File: src/rtl/ext_exec_defines.svh
// constants for the extended-group execution unit
// assumes inclusion by the package and the execution module
`ifndef EXT_EXEC_DEFINES_SVH
`define EXT_EXEC_DEFINES_SVH
`define DATA_W 8
`define PROG_W 16
`define PROG_AW 11
`define SKIP_CYCLES 3
`define TABLE_POINTER_LOW_RST 8'h00
`define TABLE_POINTER_HIGH_RST 8'h00
`define TABLE_HIGH_LATCH_RST 8'h00
`define ACC_RST 8'h00
`endif

File: src/rtl/ext_exec_pkg.sv
// types for the extended-group execution unit
// assumes the defines header sits beside it
`include "ext_exec_defines.svh"
package ext_exec_pkg;
    typedef enum logic [3:0] {
        op_none = 4'h0,
        op_swap_nibbles_to_acc = 4'h1,
        op_skip_on_zero = 4'h2,
        op_copy_and_skip_on_zero = 4'h3,
        op_skip_on_bit_zero = 4'h4,
        op_table_read_paged = 4'h5,
        op_table_read_last_page = 4'h6,
        op_inc_table_read_paged = 4'h7,
        op_inc_table_read_last_page = 4'h8,
        op_xor_into_acc = 4'h9,
        op_xor_into_memory = 4'ha
    } op_e;
    typedef enum logic [1:0] {
        st_idle = 2'b00,
        st_fetch = 2'b01,
        st_skip = 2'b10
    } state_e;
endpackage

File: src/rtl/ext_exec.sv
// execution unit for part of an 8-bit core's extended instruction group
// assumes one instruction issued per start pulse, operand byte valid with it,
// and program memory answering in the same cycle as its address
`timescale 1ns/1ps
`include "ext_exec_defines.svh"

// How it works
// - swap operand nibbles into accumulator, no flags
// - skip next when whole operand byte zero
// - taken skip lasts three cycles total
// - copy operand to accumulator, skip if zero
// - skip next when selected operand bit zero
// - paged table read: word at high:low pointer
// - last-page read uses only low pointer
// - paged read after incrementing low pointer
// - last-page read after incrementing low pointer
// - accumulator gets xor, zero flag only
// - memory gets xor, zero flag only
module ext_exec
    import ext_exec_pkg::*;
#(
    parameter int DATA_W = `DATA_W,
    parameter int PROG_W = `PROG_W,
    parameter int PROG_AW = `PROG_AW
) (
    // clock and reset
    input wire logic clk_sys,
    input wire logic rst_n,
    // instruction issue
    input wire logic start,
    input wire op_e op,
    input wire logic [DATA_W-1:0] operand,
    input wire logic [2:0] bit_sel,
    // table pointer load from the core
    input wire logic ptr_load,
    input wire logic [DATA_W-1:0] ptr_low_in,
    input wire logic [DATA_W-1:0] ptr_high_in,
    // program memory
    output logic [PROG_AW-1:0] prog_addr,
    output logic prog_rd,
    input wire logic [PROG_W-1:0] prog_data,
    // results
    output logic [DATA_W-1:0] accumulator,
    output logic zero_flag,
    output logic mem_we,
    output logic [DATA_W-1:0] mem_wdata,
    output logic [DATA_W-1:0] table_pointer_low,
    output logic [DATA_W-1:0] table_pointer_high,
    output logic [PROG_W-DATA_W-1:0] table_high_latch,
    output logic skip_next,
    output logic busy,
    output logic done
);

    typedef struct packed {
        state_e state;
        logic [DATA_W-1:0] accumulator;
        logic zero_flag;
        logic mem_we;
        logic [DATA_W-1:0] mem_wdata;
        logic [DATA_W-1:0] table_pointer_low;
        logic [DATA_W-1:0] table_pointer_high;
        logic [PROG_W-DATA_W-1:0] table_high_latch;
        logic [PROG_AW-1:0] prog_addr;
        logic prog_rd;
        logic skip_next;
        logic [1:0] skip_cnt;
        logic busy;
        logic done;
    } state_s;

    state_s r;
    state_s next_r;

    // last page is the top 256 words of program memory
    function automatic logic [PROG_AW-1:0] table_addr(input logic last,
            input logic [DATA_W-1:0] hi, input logic [DATA_W-1:0] lo);
        logic [PROG_W+DATA_W-1:0] full;
        full = '0;
        if (last) begin
            full[PROG_AW-1:0] = {{(PROG_AW-DATA_W){1'b1}}, lo};
        end else begin
            full[2*DATA_W-1:0] = {hi, lo};
        end
        return full[PROG_AW-1:0];
    endfunction

    always_comb begin
        logic [DATA_W-1:0] lo;
        logic [DATA_W-1:0] x;
        lo = r.table_pointer_low;
        x = r.accumulator ^ operand;
        next_r = r;
        next_r.mem_we = 1'b0;
        next_r.done = 1'b0;
        next_r.prog_rd = 1'b0;
        // loads only when idle, so a running table read keeps its pointer
        if (ptr_load && r.state == st_idle) begin
            next_r.table_pointer_low = ptr_low_in;
            next_r.table_pointer_high = ptr_high_in;
        end
        case (r.state)
            st_idle: begin
                next_r.skip_next = 1'b0;
                if (start) begin
                    // one-cycle ops finish at once; longer ones override below
                    next_r.done = 1'b1;
                    next_r.busy = 1'b0;
                    case (op)
                        op_swap_nibbles_to_acc: begin
                            next_r.accumulator = {operand[3:0], operand[7:4]};
                        end
                        op_skip_on_zero: begin
                            // counter spans the dummy cycles, not the issue or done edges
                            if (operand == '0) begin
                                next_r.state = st_skip;
                                next_r.skip_cnt = 2'(`SKIP_CYCLES - 2);
                                next_r.busy = 1'b1;
                                next_r.done = 1'b0;
                            end
                        end
                        op_copy_and_skip_on_zero: begin
                            next_r.accumulator = operand;
                            if (operand == '0) begin
                                next_r.state = st_skip;
                                next_r.skip_cnt = 2'(`SKIP_CYCLES - 2);
                                next_r.busy = 1'b1;
                                next_r.done = 1'b0;
                            end
                        end
                        op_skip_on_bit_zero: begin
                            if (!operand[bit_sel]) begin
                                next_r.state = st_skip;
                                next_r.skip_cnt = 2'(`SKIP_CYCLES - 2);
                                next_r.busy = 1'b1;
                                next_r.done = 1'b0;
                            end
                        end
                        op_table_read_paged, op_table_read_last_page,
                        op_inc_table_read_paged, op_inc_table_read_last_page: begin
                            if (op == op_inc_table_read_paged ||
                                    op == op_inc_table_read_last_page) begin
                                lo = r.table_pointer_low + 8'h01;
                                next_r.table_pointer_low = lo;
                            end
                            next_r.prog_addr = table_addr(op == op_table_read_last_page ||
                                op == op_inc_table_read_last_page,
                                r.table_pointer_high, lo);
                            next_r.prog_rd = 1'b1;
                            next_r.state = st_fetch;
                            next_r.busy = 1'b1;
                            next_r.done = 1'b0;
                        end
                        op_xor_into_acc: begin
                            next_r.accumulator = x;
                            next_r.zero_flag = (x == '0);
                        end
                        op_xor_into_memory: begin
                            next_r.mem_wdata = x;
                            next_r.mem_we = 1'b1;
                            next_r.zero_flag = (x == '0);
                        end
                        default: begin
                            next_r.done = 1'b1;
                        end
                    endcase
                end
            end
            st_fetch: begin
                // the word stands in the prog_rd cycle and is taken at its end
                next_r.mem_wdata = prog_data[DATA_W-1:0];
                next_r.table_high_latch = prog_data[PROG_W-1:DATA_W];
                next_r.mem_we = 1'b1;
                next_r.state = st_idle;
                next_r.busy = 1'b0;
                next_r.done = 1'b1;
            end
            st_skip: begin
                // dummy cycle stands in for the suppressed instruction
                next_r.skip_next = 1'b1;
                if (r.skip_cnt == 2'h0) begin
                    next_r.state = st_idle;
                    next_r.busy = 1'b0;
                    next_r.done = 1'b1;
                end else begin
                    next_r.skip_cnt = r.skip_cnt - 2'h1;
                end
            end
            default: begin
                next_r.state = st_idle;
            end
        endcase
    end

    always_ff @(posedge clk_sys or negedge rst_n) begin
        if (!rst_n) begin
            r <= '0;
            r.state <= st_idle;
            r.accumulator <= `ACC_RST;
            r.table_pointer_low <= `TABLE_POINTER_LOW_RST;
            r.table_pointer_high <= `TABLE_POINTER_HIGH_RST;
            r.table_high_latch <= `TABLE_HIGH_LATCH_RST;
        end else begin
            r <= next_r;
        end
    end

    assign prog_addr = r.prog_addr;
    assign prog_rd = r.prog_rd;
    assign accumulator = r.accumulator;
    assign zero_flag = r.zero_flag;
    assign mem_we = r.mem_we;
    assign mem_wdata = r.mem_wdata;
    assign table_pointer_low = r.table_pointer_low;
    assign table_pointer_high = r.table_pointer_high;
    assign table_high_latch = r.table_high_latch;
    assign skip_next = r.skip_next;
    assign busy = r.busy;
    assign done = r.done;
endmodule // ext_exec

File: config.mk
export PLATFORM = sky130hd
export DESIGN_NAME = ext_exec
export DESIGN_NICKNAME = d
export VERILOG_FILES = /design/src/rtl/ext_exec_pkg.sv /design/src/rtl/ext_exec.sv
export VERILOG_INCLUDE_DIRS = /design/src /design/src/rtl
export SDC_FILE = /design/constraint.sdc
export NUM_CORES = 1
export LEC_CHECK = 0
export BUFFER_PORTS_ARGS = -buffer_cell sky130_fd_sc_hd__buf_4
export CORE_UTILIZATION = 50
export DETAILED_ROUTE_END_ITERATION = 7
export GPL_TIMING_DRIVEN = 0
export PLACE_DENSITY = 0.78
export SLEW_MARGIN = 20
export SYNTH_ARGS = -nofsm -noshare
export SYNTH_HDL_FRONTEND = slang
export SYNTH_SLANG_ARGS = --single-unit
File: constraint.sdc
create_clock -name clk_sys -period 3.5 [get_ports clk_sys]
set_input_delay 0.525 -clock clk_sys [delete_from_list [all_inputs] [get_ports clk_sys]]
set_output_delay 0.525 -clock clk_sys [all_outputs]
set_load 0.02 [all_outputs]
==> results of run 1 <==
## layer usage
layer  global-route usage  wire length, um  up-vias
met4               0.0818               93        0
li1                     -                -     1487
met5                    0                0        -
met3               0.0385              332        8
met1                0.290             3400     1456
met2                0.366             3990       91
## worst paths after layout
check                                             startpoint                                 to  slack (ns)  depth (start not counted)
hold / removal                                         rst_n     table_pointer_low[6]$_DFF_PN0_        0.27                          1
max in group asynchronous                              rst_n              zero_flag$_DFFE_PN0P_        2.71                          1
hold reg to reg            table_pointer_high[3]$_DFFE_PN0N_  table_pointer_high[3]$_DFFE_PN0N_        0.48                          2
setup / recovery                           r[60]$_DFFE_PN0P_         accumulator[5]$_DFFE_PN0P_        1.54                          7
min in group clk_sys                          ptr_high_in[4]  table_pointer_high[4]$_DFFE_PN0N_        0.39                          3
setup reg to reg                           r[60]$_DFFE_PN0P_         accumulator[5]$_DFFE_PN0P_        1.54                          7
## placed cells by master, fill, tap and decap left out, types with 3 or more instances in the layout
| master | netlist | layout |
|---|---|---|
| nor2b_1 | 3 | 3 |
| a22oi_1 | 8 | 8 |
| o21ai_0 | 39 | 39 |
| dfrtp_1 | 61 | 61 |
| a31oi_1 | 4 | 4 |
| buf_2 | 3 | 3 |
| mux2_2 | 11 | 11 |
| and2_1 | 3 | 3 |
| clkbuf_8 | 0 | 12 |
| o22a_1 | 3 | 3 |
| nand3_1 | 5 | 5 |
| nand4_1 | 3 | 3 |
| buf_4 | 51 | 155 |
| nor2_1 | 33 | 33 |
| clkbuf_1 | 6 | 7 |
| inv_1 | 11 | 11 |
| nand2b_1 | 3 | 3 |
| nand2_1 | 55 | 55 |
| xnor2_1 | 14 | 14 |
| a21oi_1 | 12 | 12 |
| o22ai_1 | 4 | 4 |
| a221o_1 | 8 | 8 |
## layout make-up
type | count | share of cell area
plain buffers | 63 | 0.0980
clock buffers | 13 | 0.0370
clock inverters | 1 | 0.00657
inverters | 11 | 0.00904
multi-input cells | 242 | 0.323
flip-flops and latches | 61 | 0.334
well taps | 80 | 0.0219
repair buffers | 104 | 0.171
## kinds of logic (layout without fill, tap and decap cells)
kind of cell	count (synthesis)	count (layout)
flip-flops	61	61
AO/OA/AOI/OAI	89	89
AND/OR/NAND/NOR	123	123
buffers and inverters	74	192
XOR/XNOR	15	15
multiplexers	13	13
adder cells (fa/ha/maj)	2	2
## flip-flops by register name (all words and copies together) (netlist names)
name,cells
prog_rd,1
table_pointer_high,8
accumulator,8
table_pointer_low,8
prog_addr,11
zero_flag,1
mem_we,1
table_high_latch,8
mem_wdata,8
r,4
skip_next,1
done,1
busy,1
## Yosys cell counts (3+ instances only)
cell type and number:
a221o_1 8, a21oi_1 12, inv_1 11, nand3_1 5, o22a_1 3, nand4_1 3
dfrtp_1 61, xnor2_1 14, o22ai_1 4, buf_4 51, nor2b_1 3, nor2_1 33
mux2_2 11, nand2b_1 3, and2_1 3, o21ai_0 39, clkbuf_1 6, buf_2 3
a31oi_1 4, nand2_1 55, a22oi_1 8
## report_power, final
part	leakage [nW]	internal [mW]	switching (mW)
clock network	0.102	0.380	0.254
registers	0.740	1.00	0.224
logic	1.39	0.994	0.897
## per-stage QoR
step / utilization / cell area [um^2] / std cells
floorplan: - / 3490 / 377
global placement: 0.647 / 4370 / 561
detailed placement: 0.647 / 4370 / 561
CTS: 0.676 / 4570 / 575
global route: 0.676 / 4570 / 575
finish: 0.676 / 4570 / 575
==> reports/qor.csv, run 1 <==
metric,value,unit
status,finished clean,
finalSetupTns,0,ns
grt_pass1_wl,12700,um
ctsHoldBuffers,0,
clock_path_buffers,2,
postCtsSetupBuffers,0,
skew,0.00681,ns
port-buffer-count,104,
synth_top_family_by_area,simple AND/OR/NAND/NOR gates,
wire_per_inst,13.6,um
clock_sinks,61,
synthTopCellsByArea,"dfrtp_1 (44%), buf_4 (11%), nand2_1 (5.9%)",
syn_inst,377,
syn2layout_area_growth,30.9,%
ff_latch_area,1530,um^2
synth.yosys.seq_area_share,0.437,
setup_slack,1.54,ns
cts_buffers,9,
tritoncts,built,
critical_path_class,reg2reg,
fin_crit_sh,0.560,
maxClockFrequency,510,MHz
pre_cts_slack,1.26,ns
die_area,7320,um^2
arrival,2.15,ns
grt_overflow,0,
synth_edf_count,0,
max-vdd-ir-drop,0.000360,V
timing_hold_violations_final,0,
finalMaxSlewViolations,0,
ant_nets,0,
critPathTopFamily,compound AO/OA/AOI/OAI gates,
p_leak,2.23,nW
async_flop_share,1.00,
yosysTopAreaCell,dfrtp_1,
crit_required,3.69,ns
cap_violations,0,
netlist_area,3490,um^2
grt_pass1_vias,2780,
fill_cells,556,
whs,0.269,ns
drc_errors,0,
clk_pin_slew_worst_paths,0.07,ns
cpMaxStageDelayCell,dfrtp_1,
cp_max_fo,10,
die-width,85.5,um
path_buf_inv,2,
dr.pass1.iters,4,
core.rowCount,30,
initial_utilization,0.516,
synthAdderAreaFrac,0.00717,
setup_violations,0,
power_density,821,nW/um^2
die_y,85.5,um
worst_slew_pin_slew,0.770,ns
place_hpwl,5850,um
multi_input_comb_area,1470,um^2
nets,545,
worstPathCellList,"clkbuf_1, nor2_1, and2_1, o21ai_1, clkbuf_1, o21ai_0, o21ai_0",
ios,108,
total_power,3.75,mW
syn_avg_cell_area,9.26,um^2
hold_class,in2async,
synth_flop_cell,dfrtp_1,
grt_usage,0.220,
synth_compound_area_frac,0.160,
yosysTopAreaCellShare,0.437,
ys_types,48,
grt_setup_unrepaired,no,
root_buffer,clkbuf_8,
drive_above_1_share,0.394,
antenna_found_initial,0,
synth-xor-area-share,0.0376,
grt_max_degree,62,
place_congestion,0.823,
h-tree-depth,3,
synth_warnings,0,
syn_nets,430,
ys_ff_latch,61,
vias,3042,
drtIter0Drc,141,
clock_latency,0.32,ns
muxShareOfSynthArea,0.0506,
period_minus_slack,1.96,ns
synthSimpleGateAreaFrac,0.167,
endpoint_kind,flop,
routed_via_density,5.29,
drt-total-wl,7820,um
n_antenna_cell,0,
relSlewSlack,0.487,
cp-start-kind,flop,
ctsResizeCount,0,
slowest_delay,0.36,ns
design.core.area,6760,um^2
Note: power is estimated with default switching activity, not from simulation.
==> run 2, diff against run 1 <==
--- a/config.mk
+++ b/config.mk
@@ -7,10 +7,10 @@
 export NUM_CORES = 1
 export LEC_CHECK = 0
 export BUFFER_PORTS_ARGS = -buffer_cell sky130_fd_sc_hd__buf_4
-export CORE_UTILIZATION = 50
+export CORE_UTILIZATION = 47
 export DETAILED_ROUTE_END_ITERATION = 7
 export GPL_TIMING_DRIVEN = 0
-export PLACE_DENSITY = 0.78
+export PLACE_DENSITY = 0.77
 export SLEW_MARGIN = 20
 export SYNTH_ARGS = -nofsm -noshare
 export SYNTH_HDL_FRONTEND = slang
==> constraint.sdc (replaced) <==
create_clock -name clk_sys -period 1.75 [get_ports clk_sys]
set_input_delay 0.2625 -clock clk_sys [delete_from_list [all_inputs] [get_ports clk_sys]]
set_output_delay 0.2625 -clock clk_sys [all_outputs]
set_load 0.02 [all_outputs]
==> reports/qor.csv, run 2 (same netlist as run 1, synthesis figures left out) <==
metric,value,unit
ios,108,
p_int,4.73,mW
finalMaxSlewViolations,0,
grt_usage,0.224,
cts_buffers,9,
clk_pin_slew_worst_paths,0.07,ns
ctsHoldBuffers,0,
die_y,88.2,um
worst_slew_pin_slew,0.806,ns
mostFrequentLayoutCells,"buf_4 (155), dfrtp_1 (58), nand2_1 (55)",
fin_crit_sh,0.983,
cap_violations,0,
grt_pass1_wl,13500,um
place_hpwl,5990,um
fill_cells,631,
cp-start-kind,flop,
power_density,1640,nW/um^2
drtIter0Drc,125,
place_congestion,0.870,
slowest_delay,0.48,ns
finalSetupTns,0,ns
critical_path_class,reg2reg,
cpMaxStageDelayCell,dfrtp_2,
critPathTopFamily,simple AND/OR/NAND/NOR gates,
grt_overflow,0,
ant_nets,0,
clock_latency,0.34,ns
largest_reg_flops,11,
power_frac_clock,0.168,
clock_sinks,61,
maxClockFrequency,581,MHz
drc_errors,0,
comb_power_share,0.505,
stdcell_area,4660,um^2
path_buf_inv,1,
initial_utilization,0.484,
worstPathCellList,"or3b_4, a21o_1, buf_6, o32ai_2, nor2_1",
crit_path_start,r[60]$_DFFE_PN0P_,
max-vdd-ir-drop,0.000756,V
p_sw,2.90,mW
seq_power_share,0.327,
core.rowCount,31,
die_area,7770,um^2
antenna_found_initial,0,
die-width,88.2,um
crit_required,1.97,ns
design.core.area,7210,um^2
nets,544,
r2r_start,r[60]$_DFFE_PN0P_,
vias,3107,
cp_max_fo,10,
relSlewSlack,0.462,
skew,0.0105,ns
final_common_cell,buf_4,
port-buffer-count,104,
layoutNonFillerInstCount,595,
placed_cell_area,4390,um^2
h-tree-depth,3,
root_buffer,clkbuf_8,
wire_per_inst,14.2,um
setup_violations,0,
timing_hold_violations_final,0,
routed_via_density,5.22,
hold_class,in2async,
period_minus_slack,1.72,ns
endpoint_kind,flop,
grt_max_degree,62,
grt_setup_unrepaired,yes,
clock_path_buffers,2,
n_antenna_cell,0,
placed_cells,580,
tritoncts,built,
drive_above_1_share,0.431,
swShare,0.380,
status,finished clean,
syn2layout_area_growth,33.6,%
drt-total-wl,8430,um
arrival,1.94,ns
p_leak,2.24,nW
grt_pass1_vias,2894,
dr.pass1.iters,4,
-- run 2: cell types whose count changed in the layout (fill, tap and decap cells not counted), sizes merged --
cell,before,now
clkbuf,20,15
buf,160,161
clkinvlp,0,3
clkinv,0,2
-- run 2: timing repair --
item	in CTS	in global routing
setup buffers	0	0
setup endpoints to repair	27	20
gates cloned	0	0
pin swaps	0	0
resized for setup	9	15
-- run 2: final cells by class --
| class | count | area (um^2) | share of cell area |
|---|---|---|---|
| multi-input combinational | 242 | 1540 | 0.330 |
| clock buffer | 10 | 138 | 0.0295 |
| tap | 99 | 124 | 0.0266 |
| inverter | 11 | 41.3 | 0.00886 |
| sequential | 61 | 1530 | 0.328 |
| buffer | 62 | 447 | 0.0958 |
| timing repair buffer | 104 | 781 | 0.167 |
| clock inverter | 6 | 62.6 | 0.0134 |
-- run 2: through the flow --
step	hold WS, ns	setup slack [ns]	power, mW	utilization
floorplan	-0.0331	0.0470	4.95	-
global placement	0.399	-0.168	6.18	0.609
detailed placement	0.406	-0.172	6.29	0.609
CTS	0.0399	0.00759	7.62	0.641
global route	0.0690	-0.0291	8.11	0.646
finish	0.0132	0.0297	7.63	0.646
-- run 2: power groups by stage --
stage / sequential [mW] / clock (mW) / combinational (mW)
6_report: 2.49 / 1.28 / 3.85
3_5_place_dp: 2.49 / 0 / 3.81
3_3_place_gp: 2.45 / 0 / 3.73
2_1_floorplan: 2.39 / 0 / 2.56
4_1_cts: 2.46 / 1.31 / 3.85
5_1_grt: 2.57 / 1.36 / 4.18
-- run 2: layer usage --
| layer | vias to the layer above | track usage | share of wire |
|---|---|---|---|
| li1 | 1494 | - | - |
| met1 | 1512 | 0.284 | 0.43 |
| met2 | 84 | 0.376 | 0.51 |
| met3 | 17 | 0.0556 | 0.045 |
| met4 | 0 | 0.0718 | 0.016 |
| met5 | - | 0 | 0 |
-- run 2: worst register-to-register path, delay by kind of cell, from the launching register on --
kind,cells,cell delay [ns]
flip-flops,1,0.48
AO/OA/AOI/OAI,2,0.45
buffers and inverters,1,0.14
AND/OR/NAND/NOR,2,0.53
-- run 2: worst paths after layout --
kind / end / slack [ns] / cells after the start
worst min register to register: table_pointer_high[3]$_DFFE_PN0N_ / 0.48 / 2
max in group asynchronous: r[59]$_DFFE_PN0P_ / 1.17 / 1
worst max register to register: table_pointer_low[4]$_DFF_PN0_ / 0.03 / 5
min in group clk_sys: table_pointer_high[6]$_DFFE_PN0N_ / 0.10 / 3
worst max-delay path: table_pointer_low[4]$_DFF_PN0_ / 0.03 / 5
worst min-delay path: table_pointer_high[4]$_DFFE_PN0N_ / 0.01 / 1
